File: src/lbdac_pkg.sv
// Purpose: shared constants and types of the laser bias DAC control block
// Assumes: byte-wide serial registers, seven-bit register address
// Notes:   reset values of the six writable registers and field positions live here; status and pin reset values sit in lbdac_ctrl
package lbdac_pkg;

	// ************************************************************
	// register offsets
	// ************************************************************
	localparam logic [6:0] LBDAC_TRANSMIT_CONTROL   = 7'h00;
	localparam logic [6:0] LBDAC_FAULT_STATUS_ONE   = 7'h01;
	localparam logic [6:0] LBDAC_FAULT_STATUS_TWO   = 7'h02;
	localparam logic [6:0] LBDAC_BIAS_LEVEL_UPPER   = 7'h03;
	localparam logic [6:0] LBDAC_BIAS_CEILING       = 7'h04;
	localparam logic [6:0] LBDAC_BIAS_STEP          = 7'h05;
	localparam logic [6:0] LBDAC_EQUALIZER_STRENGTH = 7'h06;
	localparam logic [6:0] LBDAC_EYE_CROSSING       = 7'h07;

	// ************************************************************
	// field positions
	// ************************************************************
	localparam int unsigned LBDAC_INVERT_POS    = 0;
	localparam int unsigned LBDAC_EQ_ON_POS     = 3;
	localparam int unsigned LBDAC_HARD_FLT_POS  = 0;
	localparam int unsigned LBDAC_SIG_PRES_POS  = 1;
	localparam int unsigned LBDAC_BIAS_WARN_POS = 0;
	localparam int unsigned LBDAC_STEP_MSB      = 4;

	// ************************************************************
	// reset values
	// ************************************************************
	localparam logic [7:0] LBDAC_TRANSMIT_CONTROL_RST  = 8'h00;
	localparam logic [8:0] LBDAC_BIAS_RST    = 9'h000;
	localparam logic [7:0] LBDAC_CEILING_RST = 8'h00;
	localparam logic [7:0] LBDAC_STEP_RST    = 8'h00;
	localparam logic [7:0] LBDAC_EQ_RST      = 8'h00;
	localparam logic [7:0] LBDAC_EYE_RST     = 8'h00;

	// ************************************************************
	// types
	// ************************************************************
	typedef enum logic [2:0] {
		LBDAC_IDLE,
		LBDAC_CMD,
		LBDAC_WR,
		LBDAC_RD,
		LBDAC_END
	} lbdac_ser_e;

	typedef struct packed {
		logic [6:0] addr;
		logic [7:0] data;
	} lbdac_acc_s;

	typedef struct packed {
		logic       equalizer_on_bit;
		logic [7:0] equalizer_strength;
		logic       output_invert_bit;
		logic [7:0] eye_crossing_setting;
	} lbdac_cfg_s;

endpackage : lbdac_pkg

File: src/lbdac_ctrl.sv
// Purpose: serial register bank and bias DAC control of a laser driver
// Assumes: serial clock sampled by ref_clk; host edges far slower than it
// Notes:   access = 1 r/w bit, 7 address bits, 8 data bits, msb first
//
// Contract
// - disable low runs normally; high or open turns modulation and bias off
// - fault output latches high; clears only after condition gone and toggle
// - chip select high starts an access; low ends it and resets the fsm
// - serial data is open drain, with collision protection
// - bias setting is a nine-bit dac code, 200 uA per step
// - direct bias write loads code bits 8 down to 1
// - code bit 0 resets to zero and changes only by increment
// - ceiling register bounds the upper eight code bits on increment; direct bias writes are not checked against it
// - step register is eight bits; low five are signed -16..+15
// - increment beyond ceiling sets warning and leaves code unchanged
// - transmit control bit 3 enables equalizer with strength register
// - transmit control polarity bit selects inverted or true outputs
// - pulse width register selects output eye crossing point
// - readable status bit shows ac signal present at input
// - disable toggle clears the latched bits of both fault status registers and fault output; signal present stays live
// - power-on reset restores defaults and keeps laser off
`timescale 1ns/10ps
`default_nettype none

module lbdac_ctrl (
	input  wire logic              ref_clk,
	input  wire logic              resetn,
	input  wire logic              scl,
	input  wire logic              chip_select_line,
	input  wire logic              sda_i,
	output logic                   sda_o,
	output logic                   sda_oe,
	input  wire logic              disable_pin,
	input  wire logic              fault_cond,
	input  wire logic              input_signal_present,
	output logic                   laser_on,
	output logic                   fault_o,
	output logic                   fault_oe,
	output logic [8:0]             bias_code,
	output lbdac_pkg::lbdac_cfg_s  cfg
);
	import lbdac_pkg::*;

	// ************************************************************
	// input synchronisers
	// ************************************************************
	// order: scl, chip select, data, disable, fault, signal present
	logic [5:0] pin_m, pin_s;
	logic       scl_s, cs_s, sda_s, dis_s, flt_s, sig_s;
	logic       scl_p, dis_p;
	assign {scl_s, cs_s, sda_s, dis_s, flt_s, sig_s} = pin_s;
	always_ff @(posedge ref_clk or negedge resetn)
	begin
		if (!resetn)
		begin
			pin_m <= 6'h0C;
			pin_s <= 6'h0C;
			scl_p <= 1'b0;
			dis_p <= 1'b1;
		end
		else
		begin
			pin_m <= {scl, chip_select_line, sda_i,
				disable_pin, fault_cond, input_signal_present};
			pin_s <= pin_m;
			scl_p <= scl_s;
			dis_p <= dis_s;
		end
	end

	// ************************************************************
	// state
	// ************************************************************
	lbdac_ser_e state_q, state_d;
	logic [3:0] cnt_q, cnt_d;
	logic [7:0] shf_q, shf_d;
	logic [6:0] addr_q, addr_d;
	logic       coll_q, coll_d;
	logic       sda_oe_q, sda_oe_d;
	logic [7:0] transmit_control_q, transmit_control_d;
	logic [8:0] bias_q, bias_d;
	logic [7:0] ceil_q, ceil_d;
	logic [7:0] step_q, step_d;
	logic [7:0] eqs_q, eqs_d;
	logic [7:0] eye_q, eye_d;
	logic       warn_q, warn_d;
	logic       fault_q, fault_d;
	logic       laser_q, laser_d;
	logic       scl_rise, scl_fall, dis_edge, wr_go, step_err;
	logic [7:0] byte_in;
	logic [10:0] sum;
	lbdac_acc_s wacc;
	function automatic logic [7:0] rd_mux(input logic [6:0] a);
		logic [7:0] v;
		v = 8'h00;
		case (a)
			LBDAC_TRANSMIT_CONTROL:   v = transmit_control_q;
			LBDAC_FAULT_STATUS_ONE:
			begin
				v[LBDAC_HARD_FLT_POS] = fault_q;
				v[LBDAC_SIG_PRES_POS] = sig_s;
			end
			LBDAC_FAULT_STATUS_TWO:   v[LBDAC_BIAS_WARN_POS] = warn_q;
			LBDAC_BIAS_LEVEL_UPPER:   v = bias_q[8:1];
			LBDAC_BIAS_CEILING:       v = ceil_q;
			LBDAC_BIAS_STEP:          v = step_q;
			LBDAC_EQUALIZER_STRENGTH: v = eqs_q;
			LBDAC_EYE_CROSSING:       v = eye_q;
			default:                  v = 8'h00;
		endcase
		return v;
	endfunction : rd_mux

	// ************************************************************
	// next state
	// ************************************************************
	always_comb
	begin
		scl_rise = scl_s & ~scl_p;
		scl_fall = ~scl_s & scl_p;
		dis_edge = dis_s ^ dis_p;
		byte_in  = {shf_q[6:0], sda_s};
		state_d  = state_q;
		cnt_d    = cnt_q;
		shf_d    = shf_q;
		addr_d   = addr_q;
		coll_d   = coll_q;
		sda_oe_d = sda_oe_q;
		wr_go    = 1'b0;
		wacc     = '{addr: addr_q, data: byte_in};
		case (state_q)
			LBDAC_IDLE:
			begin
				if (cs_s)
				begin
					state_d = LBDAC_CMD;
					coll_d  = 1'b0;
				end
			end
			LBDAC_CMD:
			begin
				if (scl_rise)
				begin
					shf_d = byte_in;
					cnt_d = cnt_q + 4'h1;
					if (cnt_q == 4'h7)
					begin
						addr_d = byte_in[6:0];
						cnt_d  = 4'h0;
						if (byte_in[7])
						begin
							shf_d    = rd_mux(byte_in[6:0]);
							sda_oe_d = ~shf_d[7];
							state_d  = LBDAC_RD;
						end
						else
							state_d = LBDAC_WR;
					end
				end
			end
			LBDAC_WR:
			begin
				if (scl_rise)
				begin
					shf_d = byte_in;
					cnt_d = cnt_q + 4'h1;
					if (cnt_q == 4'h7)
					begin
						wr_go   = 1'b1;
						state_d = LBDAC_END;
					end
				end
			end
			LBDAC_RD:
			begin
				// released bit seen low: another driver owns the line
				if (scl_rise && !sda_oe_q && !sda_s)
				begin
					coll_d   = 1'b1;
					sda_oe_d = 1'b0;
				end
				else if (scl_fall)
				begin
					shf_d = {shf_q[6:0], 1'b0};
					cnt_d = cnt_q + 4'h1;
					if (cnt_q == 4'h7)
					begin
						sda_oe_d = 1'b0;
						state_d  = LBDAC_END;
					end
					else
						sda_oe_d = ~shf_q[6] & ~coll_q;
				end
			end
			LBDAC_END:   state_d = LBDAC_END;
			default:     state_d = LBDAC_IDLE;
		endcase
		if (!cs_s)
		begin
			state_d  = LBDAC_IDLE;
			sda_oe_d = 1'b0;
			cnt_d    = 4'h0;
		end
		// register file
		transmit_control_d = transmit_control_q;
		bias_d   = bias_q;
		ceil_d   = ceil_q;
		step_d   = step_q;
		eqs_d    = eqs_q;
		eye_d    = eye_q;
		sum = {2'b00, bias_q}
			+ {{6{wacc.data[LBDAC_STEP_MSB]}}, wacc.data[4:0]};
		step_err = sum[10] | sum[9] | (sum[8:1] > ceil_q);
		warn_d = warn_q & ~dis_edge;
		if (wr_go)
		begin
			case (wacc.addr)
				LBDAC_TRANSMIT_CONTROL:   transmit_control_d = wacc.data;
				LBDAC_BIAS_LEVEL_UPPER:   bias_d[8:1] = wacc.data;
				LBDAC_BIAS_CEILING:       ceil_d = wacc.data;
				LBDAC_BIAS_STEP:
				begin
					step_d = wacc.data;
					if (step_err)
						warn_d = 1'b1;
					else
						bias_d = sum[8:0];
				end
				LBDAC_EQUALIZER_STRENGTH: eqs_d = wacc.data;
				LBDAC_EYE_CROSSING:       eye_d = wacc.data;
				default:                  transmit_control_d = transmit_control_q;
			endcase
		end
		// fault latch: set wins over the disable-toggle clear
		fault_d = flt_s | (fault_q & ~dis_edge);
		laser_d = ~dis_s & ~fault_q & ~flt_s;
	end

	// ************************************************************
	// registers
	// ************************************************************
	always_ff @(posedge ref_clk or negedge resetn)
	begin
		if (!resetn)
		begin
			state_q  <= LBDAC_IDLE;
			cnt_q    <= 4'h0;
			shf_q    <= 8'h00;
			addr_q   <= 7'h00;
			coll_q   <= 1'b0;
			sda_oe_q <= 1'b0;
			transmit_control_q <= LBDAC_TRANSMIT_CONTROL_RST;
			bias_q   <= LBDAC_BIAS_RST;
			ceil_q   <= LBDAC_CEILING_RST;
			step_q   <= LBDAC_STEP_RST;
			eqs_q    <= LBDAC_EQ_RST;
			eye_q    <= LBDAC_EYE_RST;
			warn_q   <= 1'b0;
			fault_q  <= 1'b0;
			laser_q  <= 1'b0;
		end
		else
		begin
			state_q  <= state_d;
			cnt_q    <= cnt_d;
			shf_q    <= shf_d;
			addr_q   <= addr_d;
			coll_q   <= coll_d;
			sda_oe_q <= sda_oe_d;
			transmit_control_q <= transmit_control_d;
			bias_q   <= bias_d;
			ceil_q   <= ceil_d;
			step_q   <= step_d;
			eqs_q    <= eqs_d;
			eye_q    <= eye_d;
			warn_q   <= warn_d;
			fault_q  <= fault_d;
			laser_q  <= laser_d;
		end
	end

	// ************************************************************
	// outputs
	// ************************************************************
	// open-drain pins only ever pull low
	assign sda_o     = 1'b0;
	assign sda_oe    = sda_oe_q;
	assign fault_o   = 1'b0;
	assign fault_oe  = ~fault_q;
	assign laser_on  = laser_q;
	assign bias_code = bias_q;
	assign cfg = {transmit_control_q[LBDAC_EQ_ON_POS], eqs_q,
		transmit_control_q[LBDAC_INVERT_POS], eye_q};

endmodule : lbdac_ctrl

`default_nettype wire

File: config.mk
export PLATFORM = sky130hd
export DESIGN_NAME = lbdac_ctrl
export DESIGN_NICKNAME = d
export VERILOG_FILES = /design/src/lbdac_pkg.sv /design/src/lbdac_ctrl.sv
export SDC_FILE = /design/constraint.sdc
export NUM_CORES = 1
export LEC_CHECK = 0
export BUFFER_PORTS_ARGS = -buffer_cell sky130_fd_sc_hd__buf_4
export CAP_MARGIN = 20
export CORE_UTILIZATION = 54
export DETAILED_ROUTE_END_ITERATION = 8
export GPL_TIMING_DRIVEN = 0
export HOLD_SLACK_MARGIN = 0.02
export PLACE_DENSITY = 0.76
export SLEW_MARGIN = 40
export SYNTH_ARGS = -nofsm -noshare
export SYNTH_HDL_FRONTEND = slang
export SYNTH_SLANG_ARGS = --single-unit
File: constraint.sdc
create_clock -name ref_clk -period 3.6 [get_ports ref_clk]
set_input_delay 0.36 -clock ref_clk [delete_from_list [all_inputs] [get_ports ref_clk]]
set_output_delay 0.36 -clock ref_clk [all_outputs]
set_load 0.02 [all_outputs]
==> run summary, run 1 <==
share of cells above drive strength 1 = 30.3%
setup ws final = 85.5 ps
CTS tree = done
ys flop type = dfrtp_1
Worst Tran Pin Value = 767 ps
Final setup viols = 0
row count = 34
Final Critical Period = 3510 ps
die extent in x = 96.3 um
FF-to-FF End = bias_code[2]
WL/cell = 18.5 um
port bufs = 37
Syn-to-layout area delta = 18.2%
type of origin of the critical path = flop
post-DP HPWL = 7.84 mm
H-tree levels = 3
period utilization = 97.6%
Tot GR Track Use = 26.2%
WS Path Type = reg -> reg
CTS Sinks = 89
fillers = 666
number of DRC violations after detailed-routing iteration 0 = 268
clock-pin slew on the worst setup and hold paths = 90 ps
Crit Path Max Fanout = 8
Reg area = 2240 um^2
initial core utilization = 55.3%
CORE AREA = 8680 um^2
grt total ovfl = 0
slew margin rel. = 48.5%
final wirelength = 11.4 mm
synthesized area = 4800 um^2
MaxCap Viol Count = 0
Final Hold Vio Count = 0
initial antenna violation count = 0
layout net count = 535
Design Power = 3.04 mW
# DRC = 0
final setup skew = 9.63 ps
Arrival @ worst endpoint = 3770 ps
IO Count = 40
drt pass-1 iters = 5
Worst-Skew Late Latency = 370 ps
post-synthesis cell type count = 60
Final Wtd Congestion = 0.904
share of flip-flops with an asynchronous set or reset = 100%
R2R depth = 15
CTS max path bufs = 2
Critical R2R Launch = pin_s[3]
drt via density = 6.05
most frequent cells in the layout = dfrtp_1 (82), buf_4 (56), nand2_1 (42)
kind of end point of the critical path = flop
CP Launch Point = pin_s[3]
number of synthesized flops with an enable pin = 0
Setup Slack @ Placement = -705 ps
DIE HEIGHT = 96.3 um
first-pass GRT wire length = 17.7 mm
routed wl met2 = 5.50 mm
Avg Inst Size Synth = 10.8 um^2
area of the multi-input gates = 2480 um^2
FMAX = 0.285 GHz
#FFs+latches synth = 89
TritonCTS buffer count = 9
vias in the first global route = 3476
worst reg2reg setup slack = 90 ps
routed via count = 3754
Post-DRT Antenna Nets = 0
Worst EP required = 3860 ps
Synth Instances = 444
YS warnings = 0
dpl cells = 590
Power Density = 536 nW/um^2
Pleak = 2.66 nW
VDD IR max = 0.451 mV
non-filler instance count after layout = 620
WL met3 = 609 um
clock root buffer = clkbuf_8
Die Area = 9270 um^2
commonest non-fill, non-tap cell in the layout = dfrtp_1
top layer used by detailed routing = met4
Ant. Diodes = 0
largest net degree at the start of global routing = 90
RSZ-0062 raised after global routing = no
sequential-to-total area share from yosys stat = 46.5%
Hold Path Class = in -> async
post-layout util = 65.4%
status = completed
Met1 Wirelength = 5.09 mm
final slew viol count = 0
-- worst max-delay path by stage --
| stage | end | slack (ps) | cells after the start |
|---|---|---|---|
| global placement | bias_code[2] | -680 | 15 |
| CTS | bias_code[2] | 20 | 14 |
| finish | bias_code[2] | 90 | 15 |
| detailed placement | bias_code[2] | -710 | 15 |
| floorplan | bias_code[2] | 1 | 15 |
| global route | bias_code[7] | 8 | 15 |
-- cell families after synthesis --
group	after synthesis	share of synthesized area (%)
muxes	65	16.8
AOI/OAI and AO/OA	92	12.6
and+or+nand+nor	125	13.5
buffers and inverters	45	3.99
DFF	89	46.5
adders and majority gates	20	5.37
xor gates and xnor gates	7	1.28
other	1	0.0781
-- registers in the layout (all words and copies together), names as in the netlist, 3 cells and up --
| name | flops |
|---|---|
| addr_q | 7 |
| bias_code | 9 |
| ceil_q | 8 |
| cnt_q | 4 |
| eqs_q | 8 |
| eye_q | 8 |
| pin_m | 6 |
| pin_s | 6 |
| shf_q | 7 |
| state_q | 3 |
| step_q | 8 |
| transmit_control_q | 8 |
-- cells in the mapped netlist (2+ instances only) --
| cell | number | area, um^2 |
|---|---|---|
| a211o_1 | 2 | 17.5 |
| a21o_1 | 3 | 22.5 |
| a21oi_1 | 19 | 95.1 |
| a221oi_1 | 4 | 35.0 |
| a22o_1 | 3 | 26.3 |
| a22oi_1 | 8 | 60.1 |
| and2_1 | 5 | 31.3 |
| buf_1 | 3 | 11.3 |
| buf_4 | 4 | 30.0 |
| clkbuf_1 | 19 | 71.3 |
| dfrtp_1 | 84 | 2100 |
| dfstp_2 | 5 | 131 |
| ha_1 | 19 | 238 |
| inv_1 | 17 | 63.8 |
| mux2_1 | 6 | 67.6 |
| mux2_2 | 37 | 417 |
| mux2_4 | 5 | 75.1 |
| mux2i_1 | 11 | 110 |
| mux4_2 | 6 | 135 |
| nand2_1 | 42 | 158 |
| nand2b_1 | 7 | 43.8 |
| nand3_1 | 5 | 25.0 |
| nand3b_1 | 3 | 22.5 |
| nand4_1 | 4 | 25.0 |
| nor2_1 | 28 | 105 |
| nor2b_1 | 12 | 75.1 |
| nor3_1 | 3 | 15.0 |
| nor4_1 | 4 | 25.0 |
| nor4_4 | 2 | 42.5 |
| o211a_1 | 2 | 20.0 |
| o211ai_1 | 6 | 45.0 |
| o21a_1 | 2 | 15.0 |
| o21ai_0 | 28 | 140 |
| or2_2 | 3 | 18.8 |
| or3_1 | 2 | 12.5 |
| xnor2_1 | 7 | 61.3 |
-- where the power goes --
part	switching, mW	internal [mW]
clock	0.381	0.399
combinational	0.654	0.448
sequential	0.0889	1.07
total	1.12	1.92
-- per-stage QoR --
step	hold slack (ps)	TNS, ps	instance area (um^2)
floorplan	64.4	0	4810
global placement	332	-5530	5220
detailed placement	340	-5850	5230
CTS	81.6	0	5570
global route	80.1	0	5670
finish	39.7	0	5670
-- metal layers --
metal | track usage, % | vias up
met5 | 0 | -
met4 | 10.0 | 0
met3 | 4.50 | 23
met2 | 41.4 | 122
met1 | 36.2 | 1892
li1 | - | 1717
-- critical path: stages (launching register included) --
cell       delay [ps]
dfstp_2           560
ha_4              140
inv_2              40
fa_2              370
nor2b_4           140
o2111ai_2         140
and2_4            210
o211a_4           240
ha_4              270
nand4_1           130
or2_4             280
o21ai_4            80
o21ai_4           100
o32a_1            230
buf_6             160
mux2_4            300
-- cell type report --
class	count	share of cell area (%)
multi-input combinational	311	43.8
clock buffer	9	2.18
tap	108	2.38
sequential	89	39.4
clock inverter	7	1.79
buffer	24	1.98
timing repair buffer	54	7.21
inverter	18	1.26
-- timing repair --
| item | CTS | global route |
|---|---|---|
| setup endpoints to repair | 10 | 9 |
| pin swaps | 6 | 5 |
| hold buffers | 0 | 0 |
| resized for setup | 15 | 8 |
| buffers inserted | 7 | 9 |
| endpoints found under the hold margin | 0 | 0 |
Note: power is estimated with default switching activity, not from simulation.
==> run 2, diff against run 1 <==
--- a/config.mk
+++ b/config.mk
@@ -8,6 +8,7 @@
 export BUFFER_PORTS_ARGS = -buffer_cell sky130_fd_sc_hd__buf_4
 export CAP_MARGIN = 20
 export CORE_UTILIZATION = 54
+export CTS_BUF_LIST = sky130_fd_sc_hd__clkbuf_16
 export DETAILED_ROUTE_END_ITERATION = 8
 export GPL_TIMING_DRIVEN = 0
 export HOLD_SLACK_MARGIN = 0.02
==> run 2 against run 1 <==
  * Maximum frequency down 0.54%
  * Total power up 8.8%
  * Setup slack worse by 19 ps
  * Count of clock-buffer cells in the layout unchanged
  * Flip-flop and latch count unchanged
  * Via count barely moved
  * Wire length is 1.6% higher
  * First-iteration DRC count shrank 15%
  * Global-route usage is essentially flat
  * Worst hold slack gained 18 ps
  * Highest routed layer unchanged
==> run summary, run 2 (synthesized netlist as in run 1, its figures left out) <==
status = completed
CTS tree = done
final wirelength = 11.6 mm
final slew viol count = 0
commonest non-fill, non-tap cell in the layout = dfrtp_1
CTS max path bufs = 2
Worst path max stage delay = 550 ps
Syn-to-layout area delta = 20.5%
post-DP HPWL = 7.84 mm
vias in the first global route = 3440
drt pass-1 iters = 5
fillers = 639
layout net count = 536
Final setup viols = 0
die extent in x = 96.3 um
most frequent cells in the layout = dfrtp_1 (82), buf_4 (58), nand2_1 (42)
area of the multi-input gates = 2480 um^2
TritonCTS buffer count = 9
CP cell instances = ha_4, inv_1, fa_2, nor2b_4, o2111ai_2, and2_4, o211a_4, ha_4, nand4_1, or2_4, o21ai_4, o21ai_4, o32a_1, buf_6, mux2_4
WS Path Type = reg -> reg
Slowest-stage cell, CP = dfstp_2
CORE AREA = 8680 um^2
VDD IR max = 0.331 mV
DIE HEIGHT = 96.3 um
Die Area = 9270 um^2
largest net degree at the start of global routing = 90
Worst-Skew Late Latency = 340 ps
Worst EP required = 3830 ps
Crit Path Max Fanout = 8
Hold Path Class = in -> async
initial antenna violation count = 0
Ant. Diodes = 0
clock root buffer = clkbuf_16
period utilization = 98.2%
worst reg2reg setup slack = 70 ps
row count = 34
drt via density = 6.05
clock-pin slew on the worst setup and hold paths = 70 ps
WL/cell = 18.7 um
post-layout util = 66.7%
grt total ovfl = 0
H-tree levels = 3
cell family with most CP delay = adder cells
kind of end point of the critical path = flop
final setup skew = 5.46 ps
FMAX = 0.283 GHz
Design Power = 3.31 mW
Tot GR Track Use = 26.2%
buffers and inverters on the worst path = 2
max FFs per register = 9
slew margin rel. = 45.0%
Worst Tran Pin Value = 819 ps
Reg area = 2240 um^2
MaxCap Viol Count = 0
share of cells above drive strength 1 = 30.2%
Power Density = 572 nW/um^2
type of origin of the critical path = flop
number of DRC violations after detailed-routing iteration 0 = 229
routed via count = 3757
first-pass GRT wire length = 17.7 mm
port bufs = 37
setup tns final = 0 ps
Final Wtd Congestion = 0.904
# DRC = 0
IO Count = 40
initial core utilization = 55.3%
Final Critical Period = 3530 ps
Arrival @ worst endpoint = 3760 ps
Post-DRT Antenna Nets = 0
CTS Sinks = 89
Final Hold Vio Count = 0
Pleak = 2.71 nW
run 2: cell count changes in the layout (fill, tap and decap cells not counted), sizes merged:
cell,delta
buf,+2
clkbuf,-1
run 2: worst paths after layout:
check | startpoint | endpoint | cells after the start
max | pin_s[3] | bias_code[2] | 15
min | resetn | ceil_q[5] | 1
max reg2reg | pin_s[3] | bias_code[2] | 15
min reg2reg | pin_m[4] | pin_s[4] | 0
max in group asynchronous | resetn | shf_q[0] | 1
min in group ref_clk | input_signal_present | pin_m[0] | 1
run 2: power by group:
group          leakage, nW  switching [mW]  internal (mW)
sequential            1.18          0.0907           1.07
combinational         1.38           0.659          0.464
clock                0.158           0.408          0.617
run 2: metal layers:
metal / vias up / track usage (%) / part of all wire, %
li1: 1727 / - / -
met1: 1866 / 36.5 / 44
met2: 140 / 41.8 / 48
met3: 24 / 3.55 / 5.1
met4: 0 / 10.0 / 2.2
met5: - / 0 / 0
run 2: timing repair:
| item | in CTS | in global routing |
|---|---|---|
| pin swaps | 6 | 5 |
| setup endpoints to repair | 10 | 9 |
| setup buffers | 6 | 11 |
| hold buffers | 0 | 0 |
| gates resized for setup | 15 | 7 |
run 2: worst register-to-register path: cells and delay by family (launching register included):
family,cells,cell delay (ps)
muxes,1,300
AOI/OAI and AO/OA,5,790
buffers and inverters,2,220
adders and majority gates,3,790
and+or+nand+nor,4,770
DFF,1,550
run 2: final cells by class:
type	instances	share of cell area, %
multi-input combinational	311	42.9
sequential	89	38.6
timing repair buffer	55	7.24
clock buffer	9	3.89
tap	108	2.34
buffer	24	1.95
clock inverter	7	1.75
inverter	18	1.23
run 2: per-stage QoR:
step	instance area [um^2]	std cells	worst slack (ps)	hold WS, ps
CTS	5660	611	23.1	117
floorplan	4810	445	1.20	64.4
finish	5790	621	66.6	58.1
detailed placement	5230	590	-705	340
global placement	5220	590	-676	332
global route	5790	621	-16.4	114
